## src/design/adc_fmt_pkg.sv

```systemverilog
/*
 * Shared constants and carrier types for the converter output formatter.
 * Assumes one 200 MHz sample clock and a converter core that hands over
 * a raw two's-complement result and range comparator flags every cycle.
 */
// What this block does
// - each result leaves as a 12-bit word, msb is bit 11, true and complement
// - out-of-range sample raises the true range flag with its own word
// - out-of-range sample drops the complementary range flag, pair stays differential
// - format select 0 gives two's complement, 1 gives offset binary
// - format select has no pull-down; tie it low for two's complement
// - a forwarded capture clock pair derived from the sample clock accompanies the data
// - each word appears eleven clock cycles after its sampling edge unless the pipe stalls for a launch cycle or a full buffer
// - at half rate, words are launched so the receiver latches on the next capture clock rise; at full rate they can change every cycle
// - out-of-range means above positive or below negative full scale
// - rate select 0 updates outputs at half rate, 1 at full rate
package adc_fmt_pkg;

	localparam int          WORD_W         = 12;
	localparam int          MSB_BIT        = 11;
	localparam int          LATENCY_CYCLES = 11;
	// one cycle is spent in the output buffer head, the rest in the pipe
	localparam int          PIPE_STAGES    = LATENCY_CYCLES - 1;
	localparam logic [11:0] WORD_RESET     = 12'h000;

	// output word with its range flag
	typedef struct packed {
		logic              range;
		logic [WORD_W-1:0] code;
	} coded_word_t;

	// one pipeline slot
	typedef struct packed {
		logic        valid;
		coded_word_t word;
	} pipe_stage_t;

	// phase of the forwarded capture clock, gray along the toggle path
	typedef enum logic {
		PH_LOW  = 1'b0,
		PH_HIGH = 1'b1
	} clock_phase_t;

	localparam pipe_stage_t STAGE_RESET = '{valid: 1'b0, word: '{range: 1'b0, code: WORD_RESET}};

endpackage : adc_fmt_pkg

```

## src/design/word_skid_buffer.sv

```systemverilog
/*
 * Two-entry buffer with valid/ready on both sides.
 * Assumes a synchronous active-high reset and a single clock.
 */
`timescale 1ns/100ps
module word_skid_buffer #(
	parameter int WIDTH = 13
) (
	// clock and reset
	input  wire logic             clk_in,
	input  wire logic             rst_in,
	// filling side
	input  wire logic             in_valid_in,
	output logic                  in_ready_out,
	input  wire logic [WIDTH-1:0] in_data_in,
	// draining side
	output logic                  out_valid_out,
	input  wire logic             out_ready_in,
	output logic [WIDTH-1:0]      out_data_out
);

	typedef struct packed {
		logic             head_v;
		logic             skid_v;
		logic [WIDTH-1:0] head;
		logic [WIDTH-1:0] skid;
	} skid_state_t;

	skid_state_t state_reg;
	skid_state_t state_next;
	logic        push;
	logic        pop;

	// ready only while the second slot is free, so a stall loses nothing
	assign in_ready_out  = !state_reg.skid_v;
	assign out_valid_out = state_reg.head_v;
	assign out_data_out  = state_reg.head;
	assign push          = in_valid_in && in_ready_out;
	assign pop           = out_ready_in && state_reg.head_v;

	// pop refills head from skid first, then a push lands in the free slot
	always_comb begin
		state_next = state_reg;
		if (pop) begin
			state_next.head   = state_reg.skid;
			state_next.head_v = state_reg.skid_v;
			state_next.skid_v = 1'b0;
		end
		if (push) begin
			if (!state_next.head_v) begin
				state_next.head   = in_data_in;
				state_next.head_v = 1'b1;
			end else begin
				state_next.skid   = in_data_in;
				state_next.skid_v = 1'b1;
			end
		end
	end

	// state register
	always_ff @(posedge clk_in) begin
		if (rst_in) begin
			state_reg <= '0;
		end else begin
			state_reg <= state_next;
		end
	end

endmodule : word_skid_buffer

```

## src/design/adc_output_formatter.sv

```systemverilog
/*
 * Digital output stage of a 12-bit pipelined converter: coding, range flag,
 * stallable fixed-length pipe, two-entry output buffer and forwarded capture clock.
 * Assumes the converter core presents a saturated two's-complement result and
 * range comparator flags synchronous to clk_in; the strap inputs are static.
 */
`timescale 1ns/100ps
module adc_output_formatter (
	// clock and reset
	input  wire logic                              clk_in,
	input  wire logic                              rst_in,
	// raw result from the converter core
	input  wire logic                              sample_valid_in,
	input  wire logic [adc_fmt_pkg::WORD_W-1:0]    sample_in,
	input  wire logic                              above_full_scale_in,
	input  wire logic                              below_full_scale_in,
	output logic                                   sample_ready_out,
	// straps, tie low when unused
	input  wire logic                              format_select_in,
	input  wire logic                              rate_halving_select_in,
	// data pairs to the receiver
	output logic [adc_fmt_pkg::WORD_W-1:0]         word_true_out,
	output logic [adc_fmt_pkg::WORD_W-1:0]         word_comp_out,
	output logic                                   range_flag_true_out,
	output logic                                   range_flag_comp_out,
	output logic                                   capture_valid_out,
	input  wire logic                              capture_ready_in,
	// forwarded capture clock pair
	output logic                                   capture_clock_true_out,
	output logic                                   capture_clock_comp_out
);

	typedef struct packed {
		adc_fmt_pkg::clock_phase_t                            phase;
		adc_fmt_pkg::pipe_stage_t [adc_fmt_pkg::PIPE_STAGES-1:0] pipe;
	} fmt_state_t;

	fmt_state_t               state_reg;
	fmt_state_t               state_next;
	adc_fmt_pkg::coded_word_t coded;
	adc_fmt_pkg::coded_word_t head_word;
	logic                     buf_in_ready;
	logic                     launch;
	logic                     accepted;
	logic                     advance;

	// two's complement to the selected coding, only the msb may flip
	function automatic logic [adc_fmt_pkg::WORD_W-1:0] code_word(
		input logic [adc_fmt_pkg::WORD_W-1:0] raw,
		input logic                           offset_binary
	);
		logic [adc_fmt_pkg::WORD_W-1:0] res;
		res                       = raw;
		res[adc_fmt_pkg::MSB_BIT] = raw[adc_fmt_pkg::MSB_BIT] ^ offset_binary;
		return res;
	endfunction : code_word

	// coding and range decision at the pipe entry
	always_comb begin
		coded.code  = code_word(sample_in, format_select_in == 1'b1);
		coded.range = above_full_scale_in || below_full_scale_in;
	end

	// pipe stalls when the buffer is full, or when its last word must wait for a
	// launch cycle; buffer then only changes on launch edges, so half-rate words
	// never move while the capture clock is high
	assign advance          = buf_in_ready
		&& (launch || !state_reg.pipe[adc_fmt_pkg::PIPE_STAGES-1].valid);
	assign sample_ready_out = advance;
	assign accepted         = sample_valid_in && advance;

	// at half rate words leave when the clock is about to fall, so they are settled at its next rise; full rate launches every cycle
	assign launch = rate_halving_select_in || (state_reg.phase == adc_fmt_pkg::PH_HIGH);

	// phase toggle and fixed-length pipe
	always_comb begin
		state_next = state_reg;
		case (state_reg.phase)
			adc_fmt_pkg::PH_LOW:  state_next.phase = adc_fmt_pkg::PH_HIGH;
			adc_fmt_pkg::PH_HIGH: state_next.phase = adc_fmt_pkg::PH_LOW;
			default:              state_next.phase = adc_fmt_pkg::PH_LOW;
		endcase
		if (advance) begin
			state_next.pipe[0].valid = accepted;
			state_next.pipe[0].word  = coded;
			for (int i = 1; i < adc_fmt_pkg::PIPE_STAGES; i++) begin
				state_next.pipe[i] = state_reg.pipe[i-1];
			end
		end
	end

	// state register
	always_ff @(posedge clk_in) begin
		if (rst_in) begin
			state_reg.phase <= adc_fmt_pkg::PH_LOW;
			state_reg.pipe  <= {adc_fmt_pkg::PIPE_STAGES{adc_fmt_pkg::STAGE_RESET}};
		end else begin
			state_reg <= state_next;
		end
	end

	// last pipe slot feeds the buffer; head register is the eleventh stage
	word_skid_buffer #(
		.WIDTH ($bits(adc_fmt_pkg::coded_word_t))
	) out_buffer (
		.clk_in        (clk_in),
		.rst_in        (rst_in),
		.in_valid_in   (state_reg.pipe[adc_fmt_pkg::PIPE_STAGES-1].valid && launch),
		.in_ready_out  (buf_in_ready),
		.in_data_in    (state_reg.pipe[adc_fmt_pkg::PIPE_STAGES-1].word),
		.out_valid_out (capture_valid_out),
		.out_ready_in  (capture_ready_in && launch),
		.out_data_out  (head_word)
	);

	// differential pairs, complement is the exact inverse of the true leg
	assign word_true_out          = head_word.code;
	assign word_comp_out          = ~head_word.code;
	assign range_flag_true_out    = head_word.range;
	assign range_flag_comp_out    = !head_word.range;
	assign capture_clock_true_out = (state_reg.phase == adc_fmt_pkg::PH_HIGH);
	assign capture_clock_comp_out = (state_reg.phase != adc_fmt_pkg::PH_HIGH);

	property p_word_pair;
		@(posedge clk_in) disable iff (rst_in)
		word_comp_out == ~word_true_out;
	endproperty
	a_word_pair: assert property (p_word_pair)
		else $error("word complement leg does not mirror true leg");

	property p_range_pair;
		@(posedge clk_in) disable iff (rst_in)
		range_flag_true_out |-> !range_flag_comp_out;
	endproperty
	a_range_pair: assert property (p_range_pair)
		else $error("range flag pair not differential");

	property p_coding;
		@(posedge clk_in) disable iff (rst_in)
		accepted |=> state_reg.pipe[0].word.code[10:0] == $past(sample_in[10:0])
			&& state_reg.pipe[0].word.code[11] == ($past(sample_in[11]) ^ $past(format_select_in));
	endproperty
	a_coding: assert property (p_coding)
		else $error("output coding does not follow format select");

	property p_range_cause;
		@(posedge clk_in) disable iff (rst_in)
		accepted |=> state_reg.pipe[0].word.range
			== ($past(above_full_scale_in) || $past(below_full_scale_in));
	endproperty
	a_range_cause: assert property (p_range_cause)
		else $error("range flag does not match full scale comparators");

	property p_clock_toggles;
		@(posedge clk_in) disable iff (rst_in)
		capture_clock_true_out |=> !capture_clock_true_out ##1 capture_clock_true_out;
	endproperty
	a_clock_toggles: assert property (p_clock_toggles)
		else $error("capture clock stopped toggling");

	property p_launch_edge;
		@(posedge clk_in) disable iff (rst_in)
		(!rate_halving_select_in && $changed(word_true_out)) |-> !capture_clock_true_out;
	endproperty
	a_launch_edge: assert property (p_launch_edge)
		else $error("half-rate word changed while capture clock high");

	property p_half_rate;
		@(posedge clk_in) disable iff (rst_in)
		(!rate_halving_select_in && $changed(word_true_out)) |=> $stable(word_true_out);
	endproperty
	a_half_rate: assert property (p_half_rate)
		else $error("half-rate word held for only one cycle");

	property p_latency;
		@(posedge clk_in) disable iff (rst_in)
		accepted ##1 sample_ready_out[*8] ##1 sample_ready_out |=>
			state_reg.pipe[adc_fmt_pkg::PIPE_STAGES-1].valid
			&& state_reg.pipe[adc_fmt_pkg::PIPE_STAGES-1].word.code == $past(coded.code, 10);
	endproperty
	a_latency: assert property (p_latency)
		else $error("pipe latency to buffer entry is not ten cycles");

endmodule : adc_output_formatter

```

## config.mk

```make
export PLATFORM = sky130hd
export DESIGN_NAME = adc_output_formatter
export DESIGN_NICKNAME = d
export VERILOG_FILES = /design/src/design/adc_fmt_pkg.sv /design/src/design/word_skid_buffer.sv /design/src/design/adc_output_formatter.sv
export SDC_FILE = /design/constraint.sdc
export NUM_CORES = 1
export LEC_CHECK = 0
export ABC_AREA = 1
export BUFFER_PORTS_ARGS = -buffer_cell sky130_fd_sc_hd__buf_2
export CELL_PAD_IN_SITES_DETAIL_PLACEMENT = 1
export CELL_PAD_IN_SITES_GLOBAL_PLACEMENT = 2
export CORE_MARGIN = 1.5
export CORE_UTILIZATION = 34
export CTS_CLUSTER_DIAMETER = 120
export DETAILED_ROUTE_END_ITERATION = 10
export GPL_ROUTABILITY_DRIVEN = 0
export HOLD_SLACK_MARGIN = 0.06
export PLACE_DENSITY = 0.8
export SKIP_CTS_REPAIR_TIMING = 1
export SLEW_MARGIN = 40
export SYNTH_ARGS = -nofsm -noshare
export SYNTH_HDL_FRONTEND = slang
export SYNTH_SLANG_ARGS = --single-unit
```

## constraint.sdc

```tcl
create_clock -name clk_in -period 1.7 [get_ports clk_in]
set_input_delay 0.17 -clock clk_in [delete_from_list [all_inputs] [get_ports clk_in]]
set_output_delay 0.17 -clock clk_in [all_outputs]
set_load 0.005 [all_outputs]
```

==> out/metrics.yaml <==
status:
  status: "completed"
detailed_routing:
  routedWlPerCell_um: 13.1
  routed_wl_um: 14500
  vias_per_cell: 4.76
  drt_iter0_markers: 266
  antenna_violating_nets_post_route: 0
  drt-pass1-iter-count: 6
  drc: 0
  num_vias: 5253
logic_synthesis:
  ys_seq_area_frac: 0.540
  synth_seq_cells: 169
  synthArstFlopShare: 0
  syn_inst: 830
  ys.warnings.count: 0
  synth_flop_cell: "dfxtp_1"
  synth_cell_types: 22
  syn_area_um2: 6270
  synth_fp_nets: 850
  post-synth-top-area-fraction: 0.540
  syn_avg_cell_area_um2: 7.55
  synth_area_leaders: "dfxtp_1, nor2_1, o21ai_0"
  synth_edf_count: 0
  yosys.area.top_type: "dfxtp_1"
floorplanning:
  die_w_um: 139
  design.core.area_um2: 18000
  initial_core_util: 0.348
  rows: 49
  fp.dieH_um: 139
  dieArea_um2: 19300
  num_io_pins: 50
sta:
  clock_skew_ns: 0.00918
  rsz0062_at_grt: "false"
  min_period_ns: 1.60
  fmax_ghz: 0.624
  hold_violations: 0
  fin_tns_setup_ns: 0
  setup_viol: 0
  period_share: 0.942
  slew_violations: 0
  relSlewSlack: 0.732
  worstMarginPinSlew_ns: 0.402
  timing.final.ws_setup_ns: 0.0984
finish:
  final_cell_mix: "nor2_1, dfxtp_1, o21ai_0"
  drive_gt1_frac: 0.126
  synthToLayoutAreaGrowth_pct: 17.3
  largest_reg_flops: 140
  n_fill_cell: 2212
  final_common_cell: "nor2_1"
  nNetsFinal: 883
  antenna_cells: 0
  fin_cells: 1104
cts:
  clock_path_buffers: 2
  clock_sinks: 169
  cts_buffers: 17
  cts_root_buf: "clkbuf_16"
  worstSkewPairLatency_ns: 0.42
  htree_levels: 4
  clk_pin_slew_ns: 0.06
  cts_tree: "done"
min_path:
  hold_path_class: "in2reg"
worst_setup_path:
  crit_type: "reg2out"
  crit_required_ns: 1.53
  cp_max_fo: 18
  worst_ep_arrival_time_ns: 1.43
  cp-end-kind: "output port"
  start_kind: "register"
power:
  leakage_nw: 2.97
  p_per_area_nw_per_um2: 1070
  max-vdd-ir-drop_v: 0.000699
grt:
  grt-ovfl-total: 0
  grt_max_degree: 142
  antenna_found_initial: 0
  grt_first_pass_wirelength_um: 23100
  grt_usage: 0.142
  grt_pass1_vias: 5005
placed_design:
  place.port_buffers: 49
  dp_hpwl_um: 8050
  place_ws_ns: 0.160
  placedCellCount: 1053
job:
  max-cap-violations: 0
## synthesized netlist by cell type, types with 2 or more instances
master and n:
buf_6 3, clkbuf_1 20, buf_2 21, o21ai_1 3, nand4_1 4, o21ai_0 154, dfxtp_1 169, nand3_2 2
inv_1 32, nand2_1 53, nand2_2 2, buf_4 20, nand2_4 2, nor2_1 330, a21oi_1 3, inv_2 6
## worst paths after layout
kind | slack (ns) | to | startpoint | cells past startpoint
max reg2reg | 0.13 | state_reg[78] | capture_clock_true_out | 7
min | 0.07 | state_reg[11] | format_select_in | 3
min reg2reg | 0.45 | capture_clock_true_out | capture_clock_true_out | 1
max | 0.1 | sample_ready_out | capture_clock_true_out | 4
## cell families (layout without fill, tap and decap cells)
group,Yosys count,after routing,share of synthesized area
simple gates,395,395,0.246
compound gates,162,162,0.132
buf+inv,103,148,0.0815
flops,169,169,0.540
xor+xnor,1,1,0.00140
## layout make-up
class / instances / area [µm²] / share of cell area
clock inverters: 10 / 70.1 / 0.00953
multi-input cells: 558 / 2380 / 0.324
clock buffers: 21 / 470 / 0.0640
well taps: 229 / 287 / 0.0390
flip-flops and latches: 169 / 3380 / 0.460
inverters: 39 / 153 / 0.0208
repair buffers: 78 / 608 / 0.0827
## where the power goes
part | internal [W] | switching [W] | total, W
Sequential | 0.00402 | 0.0000295 | 0.00405
Combinational | 0.000127 | 0.000161 | 0.000288
Clock | 0.00198 | 0.00153 | 0.00350
## through the flow
step,utilization,hold WS (ns),power (W),instance area (µm²)
global placement,0.366,0.394,0.00439,6590
floorplan,-,0.237,0.00430,6270
detailed placement,0.366,0.400,0.00440,6590
CTS,0.396,-0.0504,0.00795,7130
finish,0.408,0.0691,0.00784,7350
global route,0.408,0.0773,0.00819,7350
## routing by layer
metal | vias up | wire length [µm] | global-route usage
met3 | 14 | 391 | 0.0335
met4 | 0 | 155 | 0.0444
li1 | 2665 | - | -
met1 | 2511 | 7140 | 0.175
met2 | 63 | 6770 | 0.245
met5 | - | 0 | 0
## critical path, stage by stage (launching register included)
cell       delay [ns]
dfxtp_2          0.34
nor2_2           0.21
a21oi_4          0.11
clkbuf_16        0.19
buf_2            0.14
No activity file was read; power rests on OpenSTA's default activity.
